[config.mk]
export PLATFORM = sky130hd
export DESIGN_NAME = cbs_sequencer
export DESIGN_NICKNAME = d
export VERILOG_FILES = /design/src/hw/cbs_pkg.sv /design/src/hw/cbs_sequencer.sv /design/src/hw/cbs_step_decode.sv
export VERILOG_INCLUDE_DIRS = /design/src /design/src/hw
export SDC_FILE = /design/constraint.sdc
export NUM_CORES = 1
export LEC_CHECK = 0
export ABC_AREA = 1
export ABC_CLOCK_PERIOD_IN_PS = 3190
export BUFFER_PORTS_ARGS = -buffer_cell sky130_fd_sc_hd__buf_2
export CORE_MARGIN = 3
export CORE_UTILIZATION = 60
export DETAILED_ROUTE_END_ITERATION = 12
export PLACE_DENSITY_LB_ADDON = 0.3
export SLEW_MARGIN = 10
export SYNTH_ARGS = -nofsm -noshare
export SYNTH_HDL_FRONTEND = slang
export SYNTH_SLANG_ARGS = --single-unit
[constraint.sdc]
create_clock -name clock_i -period 3.19 [get_ports clock_i]
set_input_delay 0.4785 -clock clock_i [delete_from_list [all_inputs] [get_ports clock_i]]
set_output_delay 0.4785 -clock clock_i [all_outputs]
set_load 0.02 [all_outputs]
[src/hw/cbs_cfg.svh]
/*
 cbs_cfg.svh: constants of the bus-cycle sequencer (addresses and cycle counts).
 Assumes it is included by bare name from files under hw/.
*/
`ifndef CBS_CFG_SVH
`define CBS_CFG_SVH

`define CBS_DUMMY_ADDR 16'hFFFF
`define CBS_SWI_VEC_HI 16'hFFFA
`define CBS_SWI_CYCLES 4'hC
`define CBS_WAI_CYCLES 4'h9
`define CBS_RTI_CYCLES 4'hA
`define CBS_BR_CYCLES 4'h3
`define CBS_BSR_CYCLES 4'h5

`endif

[src/hw/cbs_pkg.sv]
/*
 cbs_pkg: types of the bus-cycle sequencer.
 Assumes nothing beyond a SystemVerilog compiler.
*/
package cbs_pkg;
    typedef enum logic [2:0] {
        CBS_OP_SWI,
        CBS_OP_WAI,
        CBS_OP_RTI,
        CBS_OP_BRANCH,
        CBS_OP_BSR
    } cbs_op_t;

    typedef enum logic [1:0] {
        CBS_KIND_READ,
        CBS_KIND_WRITE,
        CBS_KIND_DUMMY,
        CBS_KIND_FETCH
    } cbs_kind_t;
endpackage

[src/hw/cbs_sequencer.sv]
/*
 cbs_sequencer: per-instruction bus-cycle sequencer for the interrupt implied
 instructions and relative branches of an 8-bit core.
 Assumes the core presents a start pulse with operands, one bus cycle per
 clock, and supplies read data on data_i during the read cycle itself.
*/
`include "cbs_cfg.svh"

// Behaviour
// - the software interrupt takes 12 cycles: operand read, dummy at FFFF, seven pushes.
// - after pushing it reads the vector high at FFFA, low at FFFB, then fetches the handler.
// - reads raise direction and lower read, writes the reverse; fetches lower the indicator.
// - return from interrupt takes 10 cycles, reading SP+1..SP+7, then fetches at the return.
// - each conditional branch takes 3 cycles ending in a fetch at target or next opcode.
// - subroutine branch takes 5 cycles: return low at SP, high at SP-1, then target fetch.
module cbs_sequencer (
    // clock and reset
    input wire logic clock_i,
    input wire logic resetn_i,
    input wire logic clk_en_i,
    // instruction start
    input wire logic start_i,
    input wire cbs_pkg::cbs_op_t op_i,
    input wire logic [15:0] pc_i,
    input wire logic [15:0] sp_i,
    input wire logic [7:0] offset_i,
    input wire logic cond_true_i,
    input wire logic [7:0] cc_i,
    input wire logic [7:0] acc_a_i,
    input wire logic [7:0] acc_b_i,
    input wire logic [15:0] index_i,
    input wire logic irq_i,
    // memory read data
    input wire logic [7:0] data_i,
    // bus outputs
    output logic [15:0] addr_o,
    output logic [7:0] data_o,
    output logic dir_read_o,
    output logic rd_n_o,
    output logic wr_n_o,
    output logic opcode_fetch_indicator_n_o,
    // status
    output logic busy_o,
    output logic waiting_o,
    output logic [15:0] ret_addr_o
);
    typedef enum logic [1:0] {CBS_IDLE, CBS_RUN, CBS_WAIT} cbs_state_t;

    cbs_state_t state_reg;
    cbs_pkg::cbs_op_t op_reg;
    logic [3:0] cycle_reg;
    logic [3:0] last_reg;
    logic taken_reg;
    logic [15:0] pc_reg;
    logic [15:0] sp_reg;
    logic [15:0] target_reg;
    logic [15:0] vector_reg;
    logic [15:0] ret_reg;
    logic [7:0] push_reg [0:6];
    logic [15:0] step_addr;
    cbs_pkg::cbs_kind_t step_kind;
    logic prev_read_reg;
    logic [3:0] prev_cycle_reg;
    logic [15:0] vector_now;
    logic [15:0] ret_now;
    logic [3:0] span_reg;

    function automatic logic [3:0] cycles_of(input cbs_pkg::cbs_op_t op);
        unique case (op)
            cbs_pkg::CBS_OP_SWI: cycles_of = `CBS_SWI_CYCLES;
            cbs_pkg::CBS_OP_WAI: cycles_of = `CBS_WAI_CYCLES;
            cbs_pkg::CBS_OP_RTI: cycles_of = `CBS_RTI_CYCLES;
            cbs_pkg::CBS_OP_BRANCH: cycles_of = `CBS_BR_CYCLES;
            cbs_pkg::CBS_OP_BSR: cycles_of = `CBS_BSR_CYCLES;
            default: cycles_of = `CBS_BR_CYCLES;
        endcase
    endfunction

    // the low byte lands on the edge that launches the fetch, so pass it straight through
    assign vector_now = (prev_read_reg && prev_cycle_reg == 4'hB)
                        ? {vector_reg[15:8], data_i}
                        : vector_reg;
    assign ret_now = (prev_read_reg && prev_cycle_reg == 4'h9)
                     ? {ret_reg[15:8], data_i}
                     : ret_reg;

    cbs_step_decode u_decode (
        .op_i(op_reg),
        .cycle_i(cycle_reg),
        .taken_i(taken_reg),
        .pc_i(pc_reg),
        .sp_i(sp_reg),
        .target_i(target_reg),
        .vector_i(vector_now),
        .ret_i(ret_now),
        .addr_o(step_addr),
        .kind_o(step_kind)
    );

    // sequencing; a start while busy is ignored
    always_ff @(posedge clock_i or negedge resetn_i) begin
        if (!resetn_i) begin
            state_reg <= CBS_IDLE;
            cycle_reg <= 4'h0;
            last_reg <= 4'h0;
            op_reg <= cbs_pkg::CBS_OP_BRANCH;
        end else if (clk_en_i) begin
            unique case (state_reg)
                CBS_IDLE: begin
                    if (start_i) begin
                        state_reg <= CBS_RUN;
                        cycle_reg <= 4'h1;
                        op_reg <= op_i;
                        last_reg <= cycles_of(op_i);
                    end
                end
                CBS_RUN: begin
                    if (cycle_reg == last_reg) begin
                        // wait ends after the last push with no vector fetch
                        state_reg <= (op_reg == cbs_pkg::CBS_OP_WAI) ? CBS_WAIT
                                                                      : CBS_IDLE;
                        cycle_reg <= 4'h0;
                    end else begin
                        cycle_reg <= 4'(cycle_reg + 4'h1);
                    end
                end
                CBS_WAIT: begin
                    if (irq_i) begin
                        state_reg <= CBS_IDLE;
                    end
                end
            endcase
        end
    end

    // operand capture at start
    always_ff @(posedge clock_i or negedge resetn_i) begin
        if (!resetn_i) begin
            pc_reg <= 16'h0000;
            sp_reg <= 16'h0000;
            target_reg <= 16'h0000;
            taken_reg <= 1'b0;
            for (int i = 0; i < 7; i++) begin
                push_reg[i] <= 8'h00;
            end
        end else if (clk_en_i && state_reg == CBS_IDLE && start_i) begin
            pc_reg <= pc_i;
            sp_reg <= sp_i;
            // branch target is relative to the next opcode, offset sign-extended
            target_reg <= 16'(pc_i + 16'h0002 + {{8{offset_i[7]}}, offset_i});
            taken_reg <= cond_true_i;
            push_reg[0] <= (op_i == cbs_pkg::CBS_OP_BSR) ? 8'(pc_i + 16'h0002)
                                                         : 8'(pc_i + 16'h0001);
            push_reg[1] <= (op_i == cbs_pkg::CBS_OP_BSR) ? 8'((pc_i + 16'h0002) >> 8)
                                                         : 8'((pc_i + 16'h0001) >> 8);
            push_reg[2] <= index_i[7:0];
            push_reg[3] <= index_i[15:8];
            push_reg[4] <= acc_a_i;
            push_reg[5] <= acc_b_i;
            push_reg[6] <= cc_i;
        end
    end

    // read data capture: vector and return address bytes
    always_ff @(posedge clock_i or negedge resetn_i) begin
        if (!resetn_i) begin
            vector_reg <= 16'h0000;
            ret_reg <= 16'h0000;
        end else if (clk_en_i && prev_read_reg) begin
            if (op_reg == cbs_pkg::CBS_OP_SWI && prev_cycle_reg == 4'hA) begin
                vector_reg[15:8] <= data_i;
            end
            if (op_reg == cbs_pkg::CBS_OP_SWI && prev_cycle_reg == 4'hB) begin
                vector_reg[7:0] <= data_i;
            end
            if (op_reg == cbs_pkg::CBS_OP_RTI && prev_cycle_reg == 4'h8) begin
                ret_reg[15:8] <= data_i;
            end
            if (op_reg == cbs_pkg::CBS_OP_RTI && prev_cycle_reg == 4'h9) begin
                ret_reg[7:0] <= data_i;
            end
        end
    end

    // bus outputs, registered one cycle behind the step decode
    always_ff @(posedge clock_i or negedge resetn_i) begin
        if (!resetn_i) begin
            addr_o <= `CBS_DUMMY_ADDR;
            data_o <= 8'h00;
            dir_read_o <= 1'b1;
            rd_n_o <= 1'b1;
            wr_n_o <= 1'b1;
            opcode_fetch_indicator_n_o <= 1'b1;
            prev_read_reg <= 1'b0;
            prev_cycle_reg <= 4'h0;
        end else if (clk_en_i) begin
            prev_cycle_reg <= cycle_reg;
            if (state_reg == CBS_RUN) begin
                addr_o <= step_addr;
                dir_read_o <= (step_kind != cbs_pkg::CBS_KIND_WRITE);
                rd_n_o <= !(step_kind == cbs_pkg::CBS_KIND_READ
                           || step_kind == cbs_pkg::CBS_KIND_FETCH);
                wr_n_o <= (step_kind != cbs_pkg::CBS_KIND_WRITE);
                opcode_fetch_indicator_n_o <= (step_kind != cbs_pkg::CBS_KIND_FETCH);
                prev_read_reg <= (step_kind == cbs_pkg::CBS_KIND_READ);
                if (step_kind == cbs_pkg::CBS_KIND_WRITE) begin
                    data_o <= push_reg[3'(cycle_reg - 4'h3)];
                end
            end else begin
                // quiet bus between instructions and while waiting
                addr_o <= `CBS_DUMMY_ADDR;
                dir_read_o <= 1'b1;
                rd_n_o <= 1'b1;
                wr_n_o <= 1'b1;
                opcode_fetch_indicator_n_o <= 1'b1;
                prev_read_reg <= 1'b0;
            end
        end
    end

    // enabled cycles spent in the current run; the length checks count on it, not on cycle_reg
    always_ff @(posedge clock_i or negedge resetn_i) begin
        if (!resetn_i) begin
            span_reg <= 4'h0;
        end else if (clk_en_i) begin
            if (state_reg == CBS_IDLE && start_i) begin
                span_reg <= 4'h1;
            end else if (state_reg == CBS_RUN && span_reg != 4'hF) begin
                span_reg <= 4'(span_reg + 4'h1);
            end
        end
    end

    // status
    always_ff @(posedge clock_i or negedge resetn_i) begin
        if (!resetn_i) begin
            busy_o <= 1'b0;
            waiting_o <= 1'b0;
            ret_addr_o <= 16'h0000;
        end else if (clk_en_i) begin
            busy_o <= (state_reg == CBS_RUN);
            waiting_o <= (state_reg == CBS_WAIT);
            ret_addr_o <= ret_reg;
        end
    end

    strobe_excl_a: assert property (@(posedge clock_i) disable iff (!resetn_i)
        !(!rd_n_o && !wr_n_o)) else $error("read and write strobes both active");
    write_dir_a: assert property (@(posedge clock_i) disable iff (!resetn_i)
        !wr_n_o |-> !dir_read_o) else $error("write without direction low");
    swi_length_a: assert property (@(posedge clock_i) disable iff (!resetn_i)
        (clk_en_i && state_reg == CBS_RUN && op_reg == cbs_pkg::CBS_OP_SWI)
        |=> ((state_reg == CBS_RUN) == ($past(span_reg) != `CBS_SWI_CYCLES)))
        else $error("swi length wrong");
    swi_vector_a: assert property (@(posedge clock_i) disable iff (!resetn_i)
        (clk_en_i && state_reg == CBS_RUN && op_reg == cbs_pkg::CBS_OP_SWI
         && cycle_reg == 4'hA) |=> addr_o == 16'hFFFA && !rd_n_o)
        else $error("vector read not at FFFA");
    rti_length_a: assert property (@(posedge clock_i) disable iff (!resetn_i)
        (clk_en_i && state_reg == CBS_RUN && op_reg == cbs_pkg::CBS_OP_RTI)
        |=> ((state_reg == CBS_RUN) == ($past(span_reg) != `CBS_RTI_CYCLES)))
        else $error("rti length wrong");
    branch_len_a: assert property (@(posedge clock_i) disable iff (!resetn_i)
        (clk_en_i && state_reg == CBS_RUN && op_reg == cbs_pkg::CBS_OP_BRANCH)
        |=> ((state_reg == CBS_RUN) == ($past(span_reg) != `CBS_BR_CYCLES)))
        else $error("branch length wrong");
    bsr_push_a: assert property (@(posedge clock_i) disable iff (!resetn_i)
        (clk_en_i && state_reg == CBS_RUN && op_reg == cbs_pkg::CBS_OP_BSR
         && cycle_reg == 4'h4) |=> !wr_n_o && addr_o == 16'(sp_reg - 16'h0001))
        else $error("bsr high push misplaced");
    wait_idle_a: assert property (@(posedge clock_i) disable iff (!resetn_i)
        (state_reg == CBS_WAIT && $past(state_reg) == CBS_WAIT) |-> rd_n_o && wr_n_o)
        else $error("bus active while waiting");
endmodule

[src/hw/cbs_step_decode.sv]
/*
 cbs_step_decode: combinational map from instruction and cycle number to the
 address and the kind of bus cycle.
 Assumes the caller holds the operand state steady for the whole instruction.
*/
`include "cbs_cfg.svh"

module cbs_step_decode (
    // selection
    input wire cbs_pkg::cbs_op_t op_i,
    input wire logic [3:0] cycle_i,
    input wire logic taken_i,
    // operand state
    input wire logic [15:0] pc_i,
    input wire logic [15:0] sp_i,
    input wire logic [15:0] target_i,
    input wire logic [15:0] vector_i,
    input wire logic [15:0] ret_i,
    // result
    output logic [15:0] addr_o,
    output cbs_pkg::cbs_kind_t kind_o
);
    function automatic logic [15:0] sp_off(input logic [15:0] sp, input logic [3:0] n,
            input logic up);
        sp_off = up ? 16'(sp + {12'h000, n}) : 16'(sp - {12'h000, n});
    endfunction

    always_comb begin
        addr_o = `CBS_DUMMY_ADDR;
        kind_o = cbs_pkg::CBS_KIND_DUMMY;
        if (cycle_i == 4'h1) begin
            addr_o = 16'(pc_i + 16'h0001);
            kind_o = cbs_pkg::CBS_KIND_READ;
        end else if (cycle_i != 4'h2) begin
            unique case (op_i)
                cbs_pkg::CBS_OP_SWI, cbs_pkg::CBS_OP_WAI: begin
                    if (cycle_i <= 4'h9) begin
                        addr_o = sp_off(sp_i, 4'(cycle_i - 4'h3), 1'b0);
                        kind_o = cbs_pkg::CBS_KIND_WRITE;
                    end else if (cycle_i == 4'hA) begin
                        addr_o = `CBS_SWI_VEC_HI;
                        kind_o = cbs_pkg::CBS_KIND_READ;
                    end else if (cycle_i == 4'hB) begin
                        addr_o = 16'(`CBS_SWI_VEC_HI + 16'h0001);
                        kind_o = cbs_pkg::CBS_KIND_READ;
                    end else begin
                        addr_o = vector_i;
                        kind_o = cbs_pkg::CBS_KIND_FETCH;
                    end
                end
                cbs_pkg::CBS_OP_RTI: begin
                    if (cycle_i <= 4'h9) begin
                        addr_o = sp_off(sp_i, 4'(cycle_i - 4'h2), 1'b1);
                        kind_o = cbs_pkg::CBS_KIND_READ;
                    end else begin
                        addr_o = ret_i;
                        kind_o = cbs_pkg::CBS_KIND_FETCH;
                    end
                end
                cbs_pkg::CBS_OP_BRANCH: begin
                    addr_o = taken_i ? target_i : 16'(pc_i + 16'h0002);
                    kind_o = cbs_pkg::CBS_KIND_FETCH;
                end
                cbs_pkg::CBS_OP_BSR: begin
                    if (cycle_i <= 4'h4) begin
                        addr_o = sp_off(sp_i, 4'(cycle_i - 4'h3), 1'b0);
                        kind_o = cbs_pkg::CBS_KIND_WRITE;
                    end else begin
                        addr_o = target_i;
                        kind_o = cbs_pkg::CBS_KIND_FETCH;
                    end
                end
                default: begin
                    addr_o = `CBS_DUMMY_ADDR;
                    kind_o = cbs_pkg::CBS_KIND_DUMMY;
                end
            endcase
        end
    end
endmodule
==> impl_results.md <==
* Min cycle time layout at 2.97 ns
* Most instantiated flip-flop cell in the synthesis netlist: sky130_fd_sc_hd__dfrtp_1
* Sequential cell area in the final layout at 5030 sq um
* Number of gates on the worst path with buffers counted at 13
* TritonRoute pass-1 iters at 7
* CP max FO at 9
* Max-capacitance violation count at 0
* Via count at 12521
* Final Slew Violations at 0
* Status: finished, violations left
* Sequential element share of the synthesized area at 39.6%
* Clock buffer count from CTS at 17
* Worst Skew at 0.0171 ns
* Worst ir drop on vdd at 0.539 mV
* Cell type contributing the most total cell area after synthesis: sky130_fd_sc_hd__dfrtp_1
* Buffers & Inverters on Critical Path at 2
* Headroom to the max-slew limit at 43.3%
* Antenna cells at 0
* Top post-synthesis cells by area: sky130_fd_sc_hd__dfrtp_1 (35%), sky130_fd_sc_hd__nand2_1 (17%), sky130_fd_sc_hd__o21ai_0 (7.1%)
* Layout fillers at 1777
* Synth Cell Area at 12700 sq um
* Total wire length at 39000 microns
* Vias in the first global route at 11669
* Std cell rows at 52
* IO Port Bufs at 142
* Post-synth top area share at 35.2%
* F_max at 337 MHz
* Top Ports at 143
* Initial cell density of the core at 61.9%
* CP Capture Point: addr_o[10]
* Nature of the critical path endpoint: register
* Height of the die at 152 microns
* Total congestion overflow at 0
* Number of standard cells after synthesis at 1791
* Transition time of the tightest slew-check pin at 0.848 ns
* Maximum buffer depth of the clock tree at 2
* Count of placed standard cells in the final layout, fillers left out at 2189
* Area of the core at 20600 sq um
* Final Hold Slack at -0.00170 ns
* Area enclosed by the die boundary at 23000 sq um
* CP Cell Sequence: inv_1 > ha_1 > buf_4 > fa_1 > nor2_1 > nor2_4 > nand4_1 > nand2_1 > o21ai_0 > nor2_1 > nand2_1 > nand2_1 > a21oi_1
* TritonCTS clock tree: yes
* Beginning of the worst register-to-register path: cycle_reg[1]
* Remaining routing DRC violations at 0
* Wire length per cell at 17.8 microns
* Total routing usage reported by global routing at 34.0%
* Total Negative Setup Slacks at 0 ns
* Number of H-tree levels at 4
* Required time of the worst setup path at 3.57 ns
* Largest register FFs at 56
* Classification of the worst setup path: reg -> reg
* Clock slew at the register clock pins of the worst setup and hold paths at 0.09 ns
* Clock Latency Late Sink at 0.45 ns
* Worst reg2reg path depth at 13
* Pleak at 7.28 nW
* Total clock sinks at 200
* Final setup viols at 0
* Cell with the most instances on the worst path: sky130_fd_sc_hd__nand2_1
* Fraction of layout cells with a size suffix above 1 at 14.3%
* Endpoints failing hold at 1
* Placer's final routability congestion estimate at 0.998
* Failing checks: negative hold slack
* Initial antenna violation count at 0
* Critical Path AT at 3.35 ns
* Reg-to-reg endpoint: addr_o[10]
* Area of combinational cells with multiple inputs at 6660 sq um
* Average cell area after synthesis at 7.10 sq um
* Fraction of registers with async set or reset after synthesis at 100%
* Largest delay share family, worst path: adder cells
* Placed cell count at 2157
* Portion of the clock cycle consumed by the worst path in the final layout at 93.1%
* Number of distinct library cell variants in the gate-level netlist after synthesis at 54
* Post-synthesis to final-layout area growth at 12.7%
* Buffer type at the clock tree root: sky130_fd_sc_hd__clkbuf_16
* Maximum number of pins on one net before global-route repair at 120
* Count of buffers added by post-CTS timing repair for setup at 0
* Type of the tightest min-delay check: in -> async
* Synthesized netlist net count at 1931
* Number of flops mapped to enable cells by yosys at 0
* Utilization of the core after routing at 69.7%
* First-pass GRT wire length at 61100 microns
* Highest-delay cell along the critical path: sky130_fd_sc_hd__dfrtp_1
* Final antenna-violating net count at 0
* Layout Nets at 2046
* Kind of start point of the critical path: register
* R2R setup slack at 0.22 ns
* Setup repair after global routing missed its margin: false
* Yosys synthesis warning count at 0
* Max incr delay on CP at 0.55 ns
* DP HPWL at 29400 microns
* Starting DRT DRC Count at 1157
* Power density cells at 898 nW/um^2
* Critical path startpoint: cycle_reg[1]
* Average via count per standard cell at 5.72
* Die Wd at 152 microns
* FF+latch count, synth at 200
## Yosys cell counts (2+ instances only)
| cell | count |
|---|---|
| sky130_fd_sc_hd__o21ai_1 | 9 |
| sky130_fd_sc_hd__nand2_1 | 562 |
| sky130_fd_sc_hd__ha_1 | 40 |
| sky130_fd_sc_hd__clkinv_1 | 3 |
| sky130_fd_sc_hd__nor2_2 | 11 |
| sky130_fd_sc_hd__buf_6 | 2 |
| sky130_fd_sc_hd__nor4_1 | 3 |
| sky130_fd_sc_hd__buf_4 | 6 |
| sky130_fd_sc_hd__o31ai_1 | 2 |
| sky130_fd_sc_hd__xnor2_1 | 10 |
| sky130_fd_sc_hd__nor3_2 | 3 |
| sky130_fd_sc_hd__nor2_1 | 126 |
| sky130_fd_sc_hd__dfrtp_1 | 179 |
| sky130_fd_sc_hd__nand3_1 | 135 |
| sky130_fd_sc_hd__nand4_1 | 21 |
| sky130_fd_sc_hd__nor3_4 | 3 |
| sky130_fd_sc_hd__o21ai_0 | 180 |
| sky130_fd_sc_hd__fa_1 | 3 |
| sky130_fd_sc_hd__o211ai_1 | 22 |
| sky130_fd_sc_hd__clkbuf_1 | 30 |
| sky130_fd_sc_hd__or2_0 | 2 |
| sky130_fd_sc_hd__a31oi_1 | 6 |
| sky130_fd_sc_hd__inv_1 | 168 |
| sky130_fd_sc_hd__o21a_1 | 3 |
| sky130_fd_sc_hd__nand2_2 | 3 |
| sky130_fd_sc_hd__o221ai_1 | 3 |
| sky130_fd_sc_hd__xor2_1 | 30 |
| sky130_fd_sc_hd__buf_2 | 29 |
| sky130_fd_sc_hd__dfstp_2 | 21 |
| sky130_fd_sc_hd__a21o_1 | 5 |
| sky130_fd_sc_hd__a21oi_1 | 106 |
| sky130_fd_sc_hd__clkbuf_2 | 2 |
| sky130_fd_sc_hd__a21boi_0 | 2 |
| sky130_fd_sc_hd__inv_2 | 10 |
| sky130_fd_sc_hd__o21ai_2 | 3 |
| sky130_fd_sc_hd__nor2_4 | 3 |
| sky130_fd_sc_hd__o22ai_1 | 5 |
| sky130_fd_sc_hd__nor3_1 | 12 |
| sky130_fd_sc_hd__buf_1 | 3 |
| sky130_fd_sc_hd__or2_2 | 10 |
| sky130_fd_sc_hd__o21bai_1 | 2 |
## report_power, final
group,total (W),switching (W),internal (W)
clock network,0.00239,0.00126,0.00113
registers,0.00427,0.000810,0.00346
logic,0.00621,0.00417,0.00204
total,0.0129,0.00624,0.00663
## metal layers
metal,part of all wire [%],global-route usage [%],up-vias
li1,-,-,6049
met1,41,45.5,5852
met2,48,56.5,535
met3,6.6,4.34,85
met4,3.8,13.1,0
met5,0,0,-
## final cells by class
cell class                      instances  area share [%]
Clock buffer                           17            2.97
Sequential cell                       200            35.1
Tap cell                              270            2.36
Multi-Input combinational cell       1337            46.5
Timing Repair Buffer                  168            6.64
Inverter                              182            4.78
Clock inverter                         15            1.66
## worst register-to-register path, delay by kind of cell, from the launching register on
| kind | cells | cell delay (ns) |
|---|---|---|
| buf+inv | 2 | 0.41 |
| flops | 1 | 0.55 |
| compound gates | 2 | 0.34 |
| fa+ha+maj | 2 | 0.82 |
| simple gates | 7 | 0.77 |
## worst min-delay path by stage
| stage | slack, ns | start | endpoint | cells past startpoint |
|---|---|---|---|---|
| 4_1_cts | 0.03 | resetn_i | sp_reg[13] | 1 |
| 3_5_place_dp | 0.45 | ret_addr_o[8] | ret_addr_o[8] | 2 |
| 2_1_floorplan | 0.18 | resetn_i | busy_o | 0 |
| 3_3_place_gp | 0.45 | ret_addr_o[7] | ret_addr_o[7] | 2 |
| 5_1_grt | 0.04 | resetn_i | sp_reg[13] | 1 |
| 6_report | -0.002 | resetn_i | sp_reg[13] | 1 |
## through the flow
stage / power, W / instance area [sq um] / worst slack (ns) / hold WS, ns
2_1_floorplan: 0.00836 / 12700 / 0.392 / 0.183
3_3_place_gp: 0.0102 / 13700 / 0.193 / 0.449
3_5_place_dp: 0.0103 / 13700 / 0.0900 / 0.453
4_1_cts: 0.0127 / 14300 / 0.191 / 0.0295
5_1_grt: 0.0138 / 14300 / 0.0166 / 0.0431
6_report: 0.0129 / 14300 / 0.220 / -0.00170
## cell usage in the layout, fill, tap and decap left out, drive strengths merged, types with 8 or more instances in the layout
master  instances
inv           189
clkbuf         18
nand3         137
xor2           30
dfstp          21
a21oi         106
ha             40
dfrtp         179
o211ai         23
nor2          141
clkinv          8
nand2         566
o21ai         192
nor3           18
xnor2          10
nand4          21
or2            12
buf           167
## what timing repair did
item                       4_1_cts  5_1_grt
setup endpoints to repair        0        2
hold buffers                     0        0
hold endpoints to repair         0        0
resized for setup                0        2
## cells by family after synthesis
logic type,Yosys count,synth area share [%]
adder cells (fa/ha/maj),43,4.41
AND/OR/NAND/NOR,901,30.1
XOR/XNOR,40,2.75
flip-flops,200,39.6
AO/OA/AOI/OAI,353,15.1
buffers and inverters,254,8.12
No activity file was read; power rests on OpenSTA's default activity.
